**config.mk**
```make
export PLATFORM = sky130hd
export DESIGN_NAME = fpbp_top
export DESIGN_NICKNAME = d
export VERILOG_FILES = /design/src/core/fpbp_pkg.sv /design/src/core/fpbp_guard.sv /design/src/core/fpbp_top.sv
export VERILOG_INCLUDE_DIRS = /design/src /design/src/core
export SDC_FILE = /design/constraint.sdc
export NUM_CORES = 1
export LEC_CHECK = 0
export ABC_AREA = 1
export BUFFER_PORTS_ARGS = -buffer_cell sky130_fd_sc_hd__buf_2
export CAP_MARGIN = 20
export CELL_PAD_IN_SITES_DETAIL_PLACEMENT = 0
export CELL_PAD_IN_SITES_GLOBAL_PLACEMENT = 1
export CORE_MARGIN = 1
export CORE_UTILIZATION = 41
export CTS_CLUSTER_SIZE = 28
export DETAILED_ROUTE_END_ITERATION = 16
export GPL_ROUTABILITY_DRIVEN = 0
export PLACE_DENSITY_LB_ADDON = 0.2
export SLEW_MARGIN = 40
export SYNTH_ARGS = -nofsm -noshare
export SYNTH_HDL_FRONTEND = slang
export SYNTH_SLANG_ARGS = --single-unit
```
**constraint.sdc**
```tcl
create_clock -name CLOCK_IN -period 2.1 [get_ports CLOCK_IN]
set_input_delay 0.315 -clock CLOCK_IN [delete_from_list [all_inputs] [get_ports CLOCK_IN]]
set_output_delay 0.315 -clock CLOCK_IN [all_outputs]
set_load 0.01 [all_outputs]
```
**src/core/fpbp_defines.svh**
```systemverilog
// Constants for the flash program sequencer and block protection
`ifndef FPBP_DEFINES_SVH
`define FPBP_DEFINES_SVH
// Control bit positions in the flash control byte
`define FPBP_CTL_PGM_BIT 0
`define FPBP_CTL_ERASE_BIT 1
`define FPBP_CTL_MASS_BIT 2
`define FPBP_CTL_HIGH_VOLTAGE_ENABLE_BIT 3
// Boundary values of special meaning
`define FPBP_BOUND_OPEN 8'hFF
`define FPBP_BOUND_OPEN_ALT 8'hFE
`define FPBP_BOUND_ALL 8'h00
`define FPBP_BOUND_FACTORY 8'hFF
// Address forming of the protection start
`define FPBP_TOP_BITS 2'h3
`define FPBP_LOW_BITS 6'h00
`define FPBP_ADDR_TOP 16'hFFFF
// Array window and the non-array hole at the top
`define FPBP_ARRAY_BASE 16'hC000
`define FPBP_HOLE_LO 16'hFFD4
`define FPBP_HOLE_HI 16'hFFDF
// Address of the boundary byte inside the array
`define FPBP_BOUND_ADDR 16'hFF7E
// Page size mask (64-byte rows)
`define FPBP_PAGE_MASK 16'hFFC0
// Timing in ns and the clock period in ns
`define FPBP_CLK_NS 4
`define FPBP_NVH_NS 5000
`define FPBP_RCV_NS 1000
`define FPBP_NVH_CYC ((`FPBP_NVH_NS + `FPBP_CLK_NS - 1) / `FPBP_CLK_NS)
`define FPBP_RCV_CYC ((`FPBP_RCV_NS + `FPBP_CLK_NS - 1) / `FPBP_CLK_NS)
`endif

```
**src/core/fpbp_pkg.sv**
```systemverilog
// Types for the flash program sequencer and block protection
package fpbp_pkg;
  typedef enum logic [2:0] {
    FPBP_IDLE = 3'h0,
    FPBP_ARMED = 3'h1,
    FPBP_HIGHV = 3'h3,
    FPBP_HOLD = 3'h2,
    FPBP_RECOVER = 3'h6
  } fpbp_state_e;
endpackage

```
**src/core/fpbp_guard.sv**
```systemverilog
// Protection decision from the boundary byte
`timescale 1ns/1ns
`include "fpbp_defines.svh"
module fpbp_guard
  import fpbp_pkg::*;
(
  input wire logic [7:0] boundary_in,
  input wire logic [15:0] addr_in,
  input wire logic mass_in,
  input wire logic bypass_in,
  output logic refuse_out,
  output logic [15:0] start_out
);
  logic [15:0] start;
  logic locked;
  logic in_range;
  // Start address: top bits forced high, row bits low
  assign start = {`FPBP_TOP_BITS, boundary_in, `FPBP_LOW_BITS};
  assign start_out = start;
  // Any value but FF or FE also locks the boundary byte itself
  assign locked = (boundary_in != `FPBP_BOUND_OPEN) &&
                  (boundary_in != `FPBP_BOUND_OPEN_ALT);
  // All ones opens the array; all zeros gives start C000, whole array
  assign in_range = (boundary_in != `FPBP_BOUND_OPEN) &&
                    (addr_in >= start);
  // Test voltage bypasses every check
  always_comb begin
    refuse_out = 1'b0;
    if (!bypass_in) begin
      if (in_range) begin
        refuse_out = 1'b1;
      end
      if (locked && ((addr_in & `FPBP_PAGE_MASK) ==
                     (`FPBP_BOUND_ADDR & `FPBP_PAGE_MASK))) begin
        refuse_out = 1'b1;
      end
      if (mass_in && (boundary_in != `FPBP_BOUND_OPEN)) begin
        refuse_out = 1'b1;
      end
    end
  end
endmodule // fpbp_guard

```
**src/core/fpbp_top.sv**
```systemverilog
// Flash program/erase sequencer with block protection
//
// Operation
// - Steps in order; unrelated accesses tolerated
// - Refuse high voltage inside protected region
// - Zero protects all; all ones protects none
// - Non FF/FE value locks boundary byte too
// - Boundary not FF disables mass erase
// - Test voltage bypasses all protection
// - Unprotected boundary page erases like others
// - Only array programming or erase changes the boundary
// - Start is 11, boundary bits, six zeros
// - Reset keeps boundary; factory value all ones
`timescale 1ns/1ns
`include "fpbp_defines.svh"
module fpbp_top
  import fpbp_pkg::*;
#(
  parameter int NVH_CYC = `FPBP_NVH_CYC,
  parameter int RCV_CYC = `FPBP_RCV_CYC
) (
  // Clock and reset
  input wire logic CLOCK_IN,
  input wire logic RSTN_IN,
  // Control byte writes from the CPU
  input wire logic CTL_WR_IN,
  input wire logic [7:0] CTL_DATA_IN,
  // Array write strobe (latches row and data during programming)
  input wire logic ARR_WR_IN,
  input wire logic [15:0] ARR_ADDR_IN,
  input wire logic [7:0] ARR_DATA_IN,
  // Boundary byte read strobe
  input wire logic BOUND_RD_IN,
  // Test high voltage present on the interrupt pin
  input wire logic TEST_HV_IN,
  // Status and array control
  output logic [7:0] CTL_OUT,
  output logic [7:0] BOUND_OUT,
  output logic HV_ON_OUT,
  output logic REFUSED_OUT,
  output logic READY_OUT,
  output logic BOUND_WR_OUT
);
  typedef struct packed {
    fpbp_state_e state;
    logic program_arm_bit;
    logic erase;
    logic mass;
    logic high_voltage_enable;
    logic bound_seen;
    logic [15:0] row;
    logic [15:0] cnt;
    logic refused;
    logic bound_wr;
  } fpbp_regs_s;

  fpbp_regs_s r_reg;
  fpbp_regs_s r_next;
  // Boundary byte: array content, not cleared by reset
  logic [7:0] bound_reg = `FPBP_BOUND_FACTORY;
  logic [7:0] bound_next;
  logic refuse;
  logic [15:0] start;
  logic want_hv;
  logic in_array;

  // ****************************************************************
  // Protection check
  // ****************************************************************
  fpbp_guard u_guard (
    .boundary_in(bound_reg),
    .addr_in(r_reg.row),
    .mass_in(r_reg.mass),
    .bypass_in(TEST_HV_IN),
    .refuse_out(refuse),
    .start_out(start)
  );

  // Array address check; the top hole is not array
  function automatic logic is_array(input logic [15:0] a);
    is_array = (a >= `FPBP_ARRAY_BASE) &&
               !((a >= `FPBP_HOLE_LO) && (a <= `FPBP_HOLE_HI));
  endfunction

  assign want_hv = CTL_WR_IN && CTL_DATA_IN[`FPBP_CTL_HIGH_VOLTAGE_ENABLE_BIT];
  assign in_array = is_array(ARR_ADDR_IN);

  // ****************************************************************
  // Sequencer
  // ****************************************************************
  always_comb begin
    r_next = r_reg;
    r_next.refused = 1'b0;
    r_next.bound_wr = 1'b0;
    bound_next = bound_reg;
    if (r_reg.cnt != 16'h0000) begin
      r_next.cnt = r_reg.cnt - 16'h0001;
    end
    // Other accesses do not disturb the step order
    case (r_reg.state)
      FPBP_IDLE: begin
        if (CTL_WR_IN) begin
          r_next.program_arm_bit = CTL_DATA_IN[`FPBP_CTL_PGM_BIT];
          r_next.erase = CTL_DATA_IN[`FPBP_CTL_ERASE_BIT];
          r_next.mass = CTL_DATA_IN[`FPBP_CTL_MASS_BIT];
          r_next.bound_seen = 1'b0;
          if (CTL_DATA_IN[`FPBP_CTL_PGM_BIT] ||
              CTL_DATA_IN[`FPBP_CTL_ERASE_BIT]) begin
            r_next.state = FPBP_ARMED;
          end
        end
      end
      FPBP_ARMED: begin
        // Row select latched from every array write inside the array window; the last one wins
        if (ARR_WR_IN && in_array) begin
          r_next.row = ARR_ADDR_IN;
        end
        if (want_hv) begin
          if (refuse) begin
            r_next.refused = 1'b1;
          end else begin
            r_next.high_voltage_enable = 1'b1;
            r_next.state = FPBP_HIGHV;
          end
        end else if (CTL_WR_IN) begin
          r_next.program_arm_bit = CTL_DATA_IN[`FPBP_CTL_PGM_BIT];
          r_next.erase = CTL_DATA_IN[`FPBP_CTL_ERASE_BIT];
          if (!CTL_DATA_IN[`FPBP_CTL_PGM_BIT] &&
              !CTL_DATA_IN[`FPBP_CTL_ERASE_BIT]) begin
            r_next.state = FPBP_IDLE;
            r_next.mass = 1'b0; // No stale mass after an abort
          end
        end
      end
      FPBP_HIGHV: begin
        // Byte programming; with the erase below, the boundary changes only in this state
        if (ARR_WR_IN && r_reg.program_arm_bit && in_array) begin
          r_next.row = ARR_ADDR_IN;
          // Checked row must be the boundary page, or a lock leaks
          if (ARR_ADDR_IN == `FPBP_BOUND_ADDR && !refuse &&
              ((r_reg.row & `FPBP_PAGE_MASK) ==
               (`FPBP_BOUND_ADDR & `FPBP_PAGE_MASK))) begin
            bound_next = bound_reg & ARR_DATA_IN;
            r_next.bound_wr = 1'b1;
          end
        end
        // Erase of an unprotected boundary page clears it
        if (r_reg.erase && !refuse &&
            (r_reg.mass || ((r_reg.row & `FPBP_PAGE_MASK) ==
             (`FPBP_BOUND_ADDR & `FPBP_PAGE_MASK)))) begin
          bound_next = `FPBP_BOUND_FACTORY;
        end
        if (CTL_WR_IN && !CTL_DATA_IN[`FPBP_CTL_PGM_BIT] &&
            !CTL_DATA_IN[`FPBP_CTL_ERASE_BIT]) begin
          r_next.program_arm_bit = 1'b0;
          r_next.erase = 1'b0;
          r_next.cnt = 16'(NVH_CYC);
          r_next.state = FPBP_HOLD;
        end
      end
      FPBP_HOLD: begin
        // High voltage may drop only after the hold time
        if (CTL_WR_IN && !CTL_DATA_IN[`FPBP_CTL_HIGH_VOLTAGE_ENABLE_BIT] &&
            r_reg.cnt == 16'h0000) begin
          r_next.high_voltage_enable = 1'b0;
          r_next.mass = 1'b0;
          r_next.cnt = 16'(RCV_CYC);
          r_next.state = FPBP_RECOVER;
        end
      end
      FPBP_RECOVER: begin
        if (r_reg.cnt == 16'h0000) begin
          r_next.state = FPBP_IDLE;
        end
      end
      default: begin
        r_next.state = FPBP_IDLE;
      end
    endcase
    // Read seen after the arm write; a read in the same cycle counts
    if (BOUND_RD_IN) begin
      r_next.bound_seen = 1'b1;
    end
  end

  // ****************************************************************
  // State registers
  // ****************************************************************
  always_ff @(posedge CLOCK_IN or negedge RSTN_IN) begin
    if (!RSTN_IN) begin
      r_reg <= '0;
    end else begin
      r_reg <= r_next;
    end
  end

  // Boundary lives in the array, so reset leaves it alone
  always_ff @(posedge CLOCK_IN) begin
    bound_reg <= bound_next;
  end

  // Outputs registered straight from next state
  always_ff @(posedge CLOCK_IN or negedge RSTN_IN) begin
    if (!RSTN_IN) begin
      CTL_OUT <= 8'h00;
      BOUND_OUT <= `FPBP_BOUND_FACTORY;
      HV_ON_OUT <= 1'b0;
      REFUSED_OUT <= 1'b0;
      READY_OUT <= 1'b0;
      BOUND_WR_OUT <= 1'b0;
    end else begin
      CTL_OUT <= {4'h0, r_next.high_voltage_enable, r_next.mass, r_next.erase,
                  r_next.program_arm_bit};
      BOUND_OUT <= bound_next;
      HV_ON_OUT <= r_next.high_voltage_enable;
      REFUSED_OUT <= r_next.refused;
      READY_OUT <= (r_next.state == FPBP_IDLE);
      BOUND_WR_OUT <= r_next.bound_wr;
    end
  end

  // ****************************************************************
  // Checks
  // ****************************************************************
  property p_refuse_hv;
    @(posedge CLOCK_IN) disable iff (!RSTN_IN)
      (r_reg.state == FPBP_ARMED && want_hv && refuse) |=>
      (!r_reg.high_voltage_enable && r_reg.state == FPBP_ARMED);
  endproperty
  a_refuse_hv: assert property (p_refuse_hv)
    else $error("High voltage set in protected region");

  property p_zero_all;
    @(posedge CLOCK_IN) disable iff (!RSTN_IN)
      (bound_reg == `FPBP_BOUND_ALL && !TEST_HV_IN &&
       r_reg.row >= `FPBP_ARRAY_BASE) |-> refuse;
  endproperty
  a_zero_all: assert property (p_zero_all)
    else $error("Zero boundary left array open");

  property p_ones_open;
    @(posedge CLOCK_IN) disable iff (!RSTN_IN)
      (bound_reg == `FPBP_BOUND_OPEN) |-> !refuse;
  endproperty
  a_ones_open: assert property (p_ones_open)
    else $error("Open boundary refused");

  property p_mass_off;
    @(posedge CLOCK_IN) disable iff (!RSTN_IN)
      (r_reg.mass && bound_reg != `FPBP_BOUND_OPEN && !TEST_HV_IN)
      |-> refuse;
  endproperty
  a_mass_off: assert property (p_mass_off)
    else $error("Mass erase allowed while protected");

  property p_bypass;
    @(posedge CLOCK_IN) disable iff (!RSTN_IN)
      TEST_HV_IN |-> !refuse;
  endproperty
  a_bypass: assert property (p_bypass)
    else $error("Protection not bypassed under test voltage");

  property p_start;
    @(posedge CLOCK_IN) disable iff (!RSTN_IN)
      start == {2'b11, bound_reg, 6'b000000};
  endproperty
  a_start: assert property (p_start)
    else $error("Protection start address malformed");

  property p_bound_stable;
    @(posedge CLOCK_IN) disable iff (!RSTN_IN)
      (r_reg.state != FPBP_HIGHV) |=> $stable(bound_reg);
  endproperty
  a_bound_stable: assert property (p_bound_stable)
    else $error("Boundary changed outside programming");

  property p_hold;
    @(posedge CLOCK_IN) disable iff (!RSTN_IN)
      (r_reg.state == FPBP_HIGHV && r_next.state == FPBP_HOLD) |=>
      r_reg.high_voltage_enable [*8];
  endproperty
  a_hold: assert property (p_hold)
    else $error("High voltage dropped before hold time");

  property p_lock_self;
    @(posedge CLOCK_IN) disable iff (!RSTN_IN)
      (bound_reg != `FPBP_BOUND_OPEN && bound_reg != `FPBP_BOUND_OPEN_ALT
       && !TEST_HV_IN && r_reg.row == `FPBP_BOUND_ADDR) |-> refuse;
  endproperty
  a_lock_self: assert property (p_lock_self)
    else $error("Locked boundary byte left writable");

  property p_erase_clear;
    @(posedge CLOCK_IN) disable iff (!RSTN_IN)
      (r_reg.state == FPBP_HIGHV && r_reg.erase && r_reg.mass && !refuse)
      |=> (bound_reg == `FPBP_BOUND_FACTORY);
  endproperty
  a_erase_clear: assert property (p_erase_clear)
    else $error("Mass erase left boundary byte programmed");

  property p_locked_bound;
    @(posedge CLOCK_IN) disable iff (!RSTN_IN)
      (bound_reg != `FPBP_BOUND_OPEN && bound_reg != `FPBP_BOUND_OPEN_ALT
       && !TEST_HV_IN) |=> $stable(bound_reg);
  endproperty
  a_locked_bound: assert property (p_locked_bound)
    else $error("Locked boundary byte changed");
endmodule // fpbp_top

```
## Yosys cells after proc, flatten, opt, wreduce, memory -nomap -nowiden

Index checks and enable logic that the tools add are counted.

| storage, ports and cells | value |
|---|---|
| register bits after elaboration | 62 |
| input bits | 38 |
| output and inout port bits | 20 |
| word-level logic and storage cells | 100 |

| operators by class | value |
|---|---|
| $add $sub $neg | 1 |
| $lt $le $gt $ge | 4 |
| equality and inequality tests | 10 |
| reductions and logical operators | 32 |
| bitwise operators | 1 |
| mux-type cells | 39 |

Operator list:

| cell | number |
|---|---|
| $mux 16 | 5 |
| $pmux 16 s2 | 2 |
| $ge 16x16->1 const B | 2 |
| $mux 8 | 4 |
| $mux 3 | 7 |
| $logic_and 1x1->1 | 19 |
| $eq 16x16->1 const B | 1 |
| $ge 16x16->1 | 1 |
| $le 16x16->1 const B | 1 |
| $logic_not 16->1 | 1 |
| $ne 8x8->1 const B | 2 |
| $reduce_bool 16->1 | 1 |
| $sub 16x1->16 const B | 1 |
| $pmux 3 s5 | 1 |
| $mux 1 | 13 |
| $mux 6 | 2 |
| $eq 10x10->1 const B | 1 |
| $and 8x8->8 | 1 |
| $eq 3x2->1 const B | 2 |
| $logic_not 3->1 | 2 |
| $pmux 2 s3 | 1 |
| $logic_not 1->1 | 5 |
| $mux 5 | 1 |
| $ne 2x2->1 const B | 2 |
| 8 further kinds | 9 |

## Logic depth before layout (Yosys ltp)

Gate-level depths: netlist of the first run.

| logic depth | value |
|---|---|
| depth in word-level cells | 13 |
| mapped depth | 15 |
| gate-level depth less buffers | 14 |

## Hierarchy

A second synthesis of the first run with hierarchy kept.

| unflattened totals | value |
|---|---|
| cell total of the unflattened synthesis | 459 |
| area total of the unflattened synthesis | 3,415.8 µm² |

By module, submodules not included:

| module | area each (µm²) | instances | cells an instance |
|---|---|---|---|
| fpbp_top | 2,927.8 | 1 | 372 |
| fpbp_guard | 488.0 | 1 | 87 |

## Worst setup path before layout of the first run

Ideal clock, no wire load.

| timing path | value |
|---|---|
| path kind | reg2reg |
| start | reg r_reg[2] (netlist bit) |
| end | reg r_reg[17] (netlist bit) |
| stages on the path, launching flop included | 11 |
| path slack | 0.464 ns |
| library setup time | 0.126 ns |
| arrival time | 1.510 ns |
| required time | 1.974 ns |
| period minus slack after synthesis | 1.636 ns |
| cells stage by stage | dfrtp_1 -> inv_1 -> ha_1 -> inv_1 -> nor2_4 -> nand2_4 -> nor2_8 -> nand4_4 -> nand2_4 -> buf_8 -> nor3_1 |

RTL lines:

| element | line | source |
|---|---|---|
| start, declared | fpbp_top.sv:57 | `fpbp_regs_s r_reg;` |
| start signal, assigned | fpbp_top.sv:193 | `r_reg <= r_next;` |

==> flow_metrics.py, run 1 <==
metrics = {
    "outcome": {
        "status": "completed",
    },
    "synthesis": {
        "synth.distinct_cells": 45,
        "synthTopCellsByCount": "nand2_1, inv_1, dfrtp_1",
        "synth_edf_count": 0,
        "synth_area_mm2": 0.003092,
        "avgSynthCellArea_um2": 8.245,
        "yosys.area.top_type": "dfrtp_1",
        "ys_seq_area_share_pct": 45.97,
        "synth.area.top_cells": "dfrtp_1, nand2_1, dfstp_2, inv_1, dfxtp_1",
        "synthArstFlopShare_pct": 86.21,
        "synth_cells": 375,
        "synth_ff_type": "dfrtp_1",
        "synth_seq_cells": 58,
        "synth_top_area_share_pct": 33.99,
        "synthMostInstantiatedCell": "nand2_1",
        "yosysWarningCount": 0,
    },
    "detailed_routing": {
        "wl_um": 6339,
        "postRouteAntennaNets": 0,
        "viasPerCell": 4.674,
        "drc": 0,
        "wire_per_inst_um": 11.87,
        "drtIter0Drc": 80,
        "firstDrtPassIters": 4,
        "vias": 2496,
    },
    "timing": {
        "hold_viol": 0,
        "finalSetupViolCount": 0,
        "holdWs_ns": 0.09185,
        "tns_ns": 0,
        "max_freq_mhz": 532.3,
        "fin_crit_sh_pct": 89.46,
        "drv_slew": 0,
        "rsz0062_at_grt": "false",
        "relSlewSlack_pct": 56.92,
        "finClkSkew_ns": 0.008046,
        "worst_pin_slew_ns": 0.6461,
        "period_needed_ns": 1.879,
    },
    "power": {
        "p_leak_nw": 1.867,
        "ir_drop_mv": 0.5933,
        "p_per_area_mw_per_mm2": 1336,
    },
    "floorplanning": {
        "num_io_pins": 58,
        "dieArea_mm2": 0.007892,
        "start_util_pct": 42.63,
        "die_y_um": 88.84,
        "coreArea_mm2": 0.007253,
        "die_w_um": 88.84,
        "rows": 31,
    },
    "critical_path": {
        "cp-start-kind": "register",
        "crit_fanout": 11,
        "crit_type": "reg2reg",
        "endpoint_kind": "register",
        "arrival_ns": 2.09,
        "crit_required_ns": 2.31,
    },
    "finish": {
        "syn_to_final_growth_pct": 17.16,
        "largest_reg_flops": 35,
        "final_nets": 477,
        "fill_cells": 726,
        "final_layout_size_suffix_gt1_share_pct": 25.29,
        "diodes": 0,
    },
    "grt": {
        "antenna_found_initial": 0,
        "use_met2_pct": 32.38,
        "top_usage_layer": "met2",
        "grt_max_degree": 51,
        "grt_util_all_layers_pct": 18.40,
        "use_met1_pct": 22.08,
        "grt.overflow.total": 0,
        "grt_pass1_vias": 2487,
        "met3_usage_pct": 5.410,
        "grt_first_pass_wirelength_um": 11010,
    },
    "hold_path": {
        "hold_class": "in2async",
    },
    "clocking": {
        "cts_setup_buffers": 0,
        "cts_buffers": 9,
        "cts_root_buffer": "clkbuf_8",
        "cts_buffer_depth": 2,
        "cts_tree": "done",
        "clock_latency_ns": 0.33,
        "cts_max_level": 3,
        "cts_resized": 0,
        "clock_sinks": 58,
        "clk_pin_slew_ns": 0.07,
        "cts_hold_buffers": 0,
    },
    "job": {
        "maxCapViolCount": 0,
    },
    "placed_design": {
        "dp_hpwl_um": 4732,
        "io_buffers": 48,
    },
}
[path summary, 6_finish.rpt]
path / start / to / slack (ns) / depth (start not counted)
min in group CLOCK_IN: CTL_DATA_IN[2] / register / 0.22 / 3
worst max-delay path: r_reg[2]$_DFF_PN0_ / r_reg[17]$_DFF_PN0_ / 0.22 / 9
worst min-delay path: RSTN_IN / asynchronous set/reset pin / 0.09 / 2
max in group asynchronous: RSTN_IN / r_reg[13]$_DFF_PN0_ / 1.57 / 2
worst max register to register: r_reg[2]$_DFF_PN0_ / r_reg[17]$_DFF_PN0_ / 0.22 / 9
worst min register to register: bound_reg[5]$_DFF_P_ / BOUND_OUT[5]$_DFF_PN1_ / 0.45 / 2
[critical path: stages, from the launching register on]
cell     delay (ns)
dfrtp_1        0.38
inv_1          0.12
ha_1           0.27
inv_1          0.10
nor2_4         0.17
nand2_4        0.09
nor2_8         0.22
nand4_4        0.14
nand2_4        0.18
nor3_1         0.08
[layer usage]
metal	part of all wire [%]	wire, µm	vias to the layer above
met1	46	2938	1158
li1	-	-	1286
met3	3.7	236	6
met5	0	0	-
met2	49	3127	46
met4	0.57	36	0
[per-stage QoR]
stage | utilization (%) | setup slack (ns) | cell area [µm²] | instances | power, mW
3_5_place_dp | 47.13 | 0.2295 | 3418 | 518 | 3.836
4_1_cts | 49.94 | 0.1924 | 3622 | 534 | 4.910
5_1_grt | 49.94 | 0.01863 | 3622 | 534 | 5.307
6_report | 49.94 | 0.2213 | 3622 | 534 | 4.840
3_3_place_gp | 47.13 | 0.2323 | 3418 | 518 | 3.802
2_1_floorplan | - | 0.4640 | 3103 | 378 | 3.340
[placed cells by master (no fill, tap or decap), drive strengths merged, types with 2 or more instances in the layout]
cell type,netlist,routed
nand2,88,88
inv,60,60
buf,12,54
nor2,48,48
dfrtp,42,42
nand3,20,20
nor3,15,15
o21ai,14,14
a21oi,13,13
clkbuf,1,11
ha,9,9
dfstp,8,8
dfxtp,8,8
xor2,5,5
xnor2,5,5
mux2,4,4
conb,1,4
nand4,4,4
clkinv,1,4
o31ai,3,3
o211ai,3,3
nor4,2,2
[kinds of logic (layout without fill, tap and decap cells)]
group / Yosys count / in the layout / share of synthesized area (%)
AND/OR/NAND/NOR: 181 / 181 / 28.01
buffers and inverters: 74 / 131 / 10.52
flip-flops: 58 / 58 / 45.97
AO/OA/AOI/OAI: 38 / 38 / 7.446
XOR/XNOR: 10 / 10 / 2.833
adder cells (fa/ha/maj): 9 / 9 / 3.642
multiplexers: 4 / 4 / 1.457
other: 1 / 4 / 0.1213
[power breakdown]
group | leakage [nW] | switching [mW] | total, mW | internal (mW)
Clock | 0.105 | 0.432 | 1.04 | 0.606
Combinational | 1.11 | 1.02 | 1.78 | 0.757
Sequential | 0.651 | 0.354 | 2.02 | 1.67
[area by class of cell]
type,count,area (µm²),share of cell area [%]
flip-flops and latches,58,1421,39.24
inverters,61,231.5,6.390
multi-input cells,246,1356,37.44
repair buffers,54,285.3,7.876
clock inverters,5,52.55,1.451
well taps,99,123.9,3.420
clock buffers,11,151.4,4.180
No activity file was read; power rests on OpenSTA's default activity.
==> run 2, diff against run 1 <==
--- a/config.mk
+++ b/config.mk
@@ -18,2 +18,3 @@
 export GPL_ROUTABILITY_DRIVEN = 0
+export MAX_ROUTING_LAYER = met4
 export PLACE_DENSITY_LB_ADDON = 0.2
--- a/constraint.sdc
+++ b/constraint.sdc
@@ -3,2 +3,2 @@
 set_output_delay 0.315 -clock CLOCK_IN [all_outputs]
-set_load 0.01 [all_outputs]
+set_load 0.05 [all_outputs]
==> flow_metrics.py, run 2 (synthesis gave the netlist of run 1 again) <==
metrics = {
    "clocking": {
        "cts_buffer_depth": 2,
        "clk_pin_slew_ns": 0.07,
        "cts_buffers": 9,
        "cts_hold_buffers": 0,
        "cts_tree": "done",
        "cts_root_buffer": "clkbuf_8",
        "clock_sinks": 58,
        "cts_setup_buffers": 0,
        "clock_latency_ns": 0.33,
        "cts_max_level": 3,
        "cts_resized": 0,
    },
    "grt": {
        "grt_max_degree": 51,
        "top_usage_layer": "met2",
        "grt_pass1_vias": 2487,
        "grt.overflow.total": 0,
        "grt_util_all_layers_pct": 18.97,
        "met3_usage_pct": 5.317,
        "grt_first_pass_wirelength_um": 11010,
        "use_met2_pct": 32.38,
        "use_met1_pct": 22.14,
        "antenna_found_initial": 0,
    },
    "floorplanning": {
        "dieArea_mm2": 0.007892,
        "die_y_um": 88.84,
        "rows": 31,
        "coreArea_mm2": 0.007253,
        "die_w_um": 88.84,
        "num_io_pins": 58,
        "start_util_pct": 42.63,
    },
    "power": {
        "ir_drop_mv": 0.6619,
        "power_switching_mw": 2.222,
        "switching_share_pct": 42.29,
        "p_leak_nw": 1.867,
        "power_frac_comb_pct": 41.8,
        "p_per_area_mw_per_mm2": 1450,
        "power_frac_clock_pct": 19.7,
        "seqPwrFrac_pct": 38.5,
        "intPower_mw": 3.032,
    },
    "timing": {
        "tns_ns": 0,
        "relSlewSlack_pct": 57.21,
        "fin_crit_sh_pct": 89.28,
        "max_freq_mhz": 533.4,
        "finalSetupViolCount": 0,
        "worst_slack_ns": 0.2252,
        "drv_slew": 0,
        "finClkSkew_ns": 0.008717,
        "worst_pin_slew_ns": 0.6419,
        "rsz0062_at_grt": "false",
        "period_needed_ns": 1.875,
        "hold_viol": 0,
    },
    "critical_path": {
        "slowest_stage": "dfrtp_1",
        "arrival_ns": 2.08,
        "slowest_delay_ns": 0.38,
        "crit_required_ns": 2.30,
        "endpoint_kind": "register",
        "cp-start-kind": "register",
        "crit_fanout": 11,
        "r2r-start": "r_reg[2]$_DFF_PN0_",
        "crit_family": "simple AND/OR/NAND/NOR gates",
        "crit_type": "reg2reg",
        "path_cells": "inv_1 > ha_1 > inv_1 > nor2_4 > nand2_4 > nor2_8 > nand4_4 > nand2_4 > nor3_1",
        "crit_start": "r_reg[2]$_DFF_PN0_",
        "crit_buf_inv": 2,
    },
    "finish": {
        "stdcell_area_mm2": 0.003622,
        "syn_to_final_growth_pct": 17.16,
        "final_layout_size_suffix_gt1_share_pct": 25.29,
        "diodes": 0,
        "fill_cells": 726,
        "layout_common_cells": "nand2_1, inv_1, buf_2",
        "layout_commonest_cell": "nand2_1",
        "largest_reg_flops": 35,
        "final_nets": 477,
    },
    "job": {
        "maxCapViolCount": 0,
    },
    "detailed_routing": {
        "wire_per_inst_um": 11.87,
        "firstDrtPassIters": 4,
        "drc": 0,
        "postRouteAntennaNets": 0,
        "vias": 2493,
        "drtIter0Drc": 80,
        "viasPerCell": 4.669,
        "wl_um": 6341,
    },
    "placed_design": {
        "io_buffers": 48,
        "dp_hpwl_um": 4732,
        "dpl_cell_area_mm2": 0.003418,
        "post-place-ws_ns": 0.2295,
    },
    "outcome": {
        "status": "completed",
    },
    "hold_path": {
        "hold_class": "in2async",
    },
}
## run 2: cell counts in the layout (fill, tap and decap cells not counted)
No cell type changed its count.
## run 2: final timing paths
path	endpoint	slack (ns)	cells after the start
worst max-delay path	r_reg[17]$_DFF_PN0_	0.23	9
worst min-delay path	asynchronous set/reset pin	0.09	2
worst max register to register	r_reg[17]$_DFF_PN0_	0.23	9
worst min register to register	BOUND_OUT[5]$_DFF_PN1_	0.45	2
max in group asynchronous	r_reg[13]$_DFF_PN0_	1.57	2
min in group CLOCK_IN	register	0.22	3
## run 2: layer usage
layer	vias to the layer above	share of wire [%]
met5	-	0
met4	0	0.54
met3	4	3.1
met2	42	50
met1	1162	47
li1	1285	-
## run 2: layout make-up
type	count	area (µm²)	share of cell area, %
Clock buffer	11	151.4	4.180
Clock inverter	5	52.55	1.451
Inverter	61	231.5	6.390
Multi-Input combinational cell	246	1356	37.44
Sequential cell	58	1421	39.24
Tap cell	99	123.9	3.420
Timing Repair Buffer	54	285.3	7.876
## run 2: stage by stage
step	hold WS (ns)	util, %	cells	power [mW]
after floorplan	0.01941	-	378	3.762
after detailed placement	0.4463	47.13	518	4.247
after CTS	0.1064	49.94	534	5.321
final	0.09178	49.94	534	5.253
after global routing	0.1459	49.94	534	5.717
after global placement	0.4322	47.13	518	4.212
## run 2: power groups by stage
stage               Sequential (mW)  Combinational (mW)  Clock (mW)
global route                   2.10                2.49        1.13
CTS                            2.03                2.21        1.08
finish                         2.02                2.19        1.04
detailed placement             2.04                2.20           0
floorplan                      2.31                1.46           0
global placement               2.04                2.18           0
==> run 3, diff against run 2 <==
Settings changed: PLACE_DENSITY_LB_ADDON 0.2 to 0.1.
==> flow_metrics.py, run 3 (synthesis gave the netlist of run 1 again) <==
metrics = {
    "hold_path": {
        "hold_class": "in2reg",
        "min_path_cells": 3,
    },
    "floorplanning": {
        "start_util_pct": 42.63,
        "dieArea_mm2": 0.007892,
        "rows": 31,
        "coreArea_mm2": 0.007253,
        "die_y_um": 88.84,
        "num_io_pins": 58,
        "die_w_um": 88.84,
    },
    "timing": {
        "max_freq_mhz": 535.6,
        "finClkSkew_ns": 0.01001,
        "tns_ns": 0,
        "drv_slew": 0,
        "worst_pin_slew_ns": 0.5651,
        "fin_crit_sh_pct": 88.91,
        "period_needed_ns": 1.867,
        "rsz0062_at_grt": "false",
        "finalSetupViolCount": 0,
        "hold_viol": 0,
        "relSlewSlack_pct": 62.33,
    },
    "clocking": {
        "cts_max_level": 3,
        "cts_tree": "done",
        "clock_sinks": 58,
        "cts_root_buffer": "clkbuf_8",
        "cts_buffers": 9,
        "clock_latency_ns": 0.34,
        "cts_resized": 0,
        "clk_pin_slew_ns": 0.06,
        "cts_buffer_depth": 2,
    },
    "detailed_routing": {
        "drtIter0Drc": 71,
        "vias": 2459,
        "wl_um": 6430,
        "wire_per_inst_um": 12.02,
        "drc": 0,
        "postRouteAntennaNets": 0,
        "firstDrtPassIters": 4,
        "viasPerCell": 4.596,
    },
    "finish": {
        "largest_reg_flops": 35,
        "syn_to_final_growth_pct": 16.92,
        "multiInputGateArea_mm2": 0.001356,
        "fill_cells": 754,
        "layout_common_cells": "nand2_1, inv_1, buf_2",
        "final_layout_size_suffix_gt1_share_pct": 24.77,
        "final_nets": 478,
        "layout_commonest_cell": "nand2_1",
        "regArea_mm2": 0.001421,
        "diodes": 0,
    },
    "critical_path": {
        "crit_type": "reg2reg",
        "crit_required_ns": 2.35,
        "r2r_cells": 10,
        "endpoint_kind": "register",
        "crit_fanout": 11,
        "arrival_ns": 2.12,
        "cp-start-kind": "register",
    },
    "grt": {
        "antenna_found_initial": 0,
        "grt_first_pass_wirelength_um": 11060,
        "grt_max_degree": 30,
        "use_met1_pct": 22.82,
        "met3_usage_pct": 6.437,
        "top_usage_layer": "met2",
        "grt.overflow.total": 0,
        "use_met2_pct": 32.38,
        "grt_util_all_layers_pct": 19.52,
        "grt_pass1_vias": 2441,
    },
    "power": {
        "p_leak_nw": 1.864,
        "total_power_mw": 5.106,
        "p_per_area_mw_per_mm2": 1412,
        "ir_drop_mv": 0.5799,
    },
    "outcome": {
        "status": "completed",
    },
    "placed_design": {
        "dp_hpwl_um": 4907,
        "io_buffers": 48,
    },
    "job": {
        "maxCapViolCount": 0,
    },
}
-- run 3: cell count changes in the layout (fill, tap and decap cells not counted), sizes merged --
cell | previous run | this run
bufinv | 1 | 0
clkbuf | 11 | 13
clkinvlp | 1 | 0
dlygate4sd3 | 0 | 1
-- run 3: report_power, final --
group | switching, mW | internal (mW)
combinational | 1.42 | 0.753
sequential | 0.348 | 1.67
clock | 0.428 | 0.487
total | 2.20 | 2.91
-- run 3: final cells by class --
class	count	share of cell area, %
clock buffer	13	4.396
sequential	58	39.32
clock inverter	3	0.4154
multi-input combinational	246	37.52
inverter	61	6.404
tap	99	3.427
timing repair buffer	55	8.515
-- run 3: layer usage --
layer / wire length, µm / up-vias
met2: 3188 / 36
met1: 2976 / 1128
met4: 53 / 0
met3: 213 / 7
li1: - / 1288
met5: 0 / -
-- run 3: metrics by stage --
stage	instance area (µm²)	hold slack, ns	std cells	util (%)	setup WS (ns)
after floorplan	3103	0.01941	378	-	0.4640
after global placement	3423	0.3379	517	47.20	0.1482
after detailed placement	3423	0.3404	517	47.20	0.1039
after CTS	3607	0.2017	534	49.73	0.07814
after global routing	3615	0.2029	535	49.84	0.03743
final	3615	0.2203	535	49.84	0.2329
-- run 3: worst paths after layout --
path / startpoint / end / slack (ns)
min in group asynchronous: RSTN_IN / asynchronous set/reset pin / 0.51
worst min register to register: bound_reg[4]$_DFF_P_ / BOUND_OUT[4]$_DFF_PN1_ / 0.44
worst max register to register: r_reg[2]$_DFF_PN0_ / r_reg[3]$_DFF_PN0_ / 0.23
max in group asynchronous: RSTN_IN / BOUND_OUT[4]$_DFF_PN1_ / 0.97
worst min-delay path: CTL_DATA_IN[2] / register / 0.22
worst max-delay path: r_reg[2]$_DFF_PN0_ / r_reg[3]$_DFF_PN0_ / 0.23
-- run 3: worst max-delay path, stage by stage (launching register included) --
cell and delay, ns:
dfrtp_1 0.37, inv_1 0.12, ha_1 0.28, inv_1 0.10
nor2_4 0.17, nand2_4 0.09, nor2_8 0.21, nand4_4 0.14
nand2_4 0.18, inv_4 0.06, o211ai_2 0.05
-- run 3: repair_timing --
item	in CTS	in global routing
buffers inserted	0	1
endpoints found under the setup margin	0	16
hold endpoints to repair	19	0
hold buffers	1	0
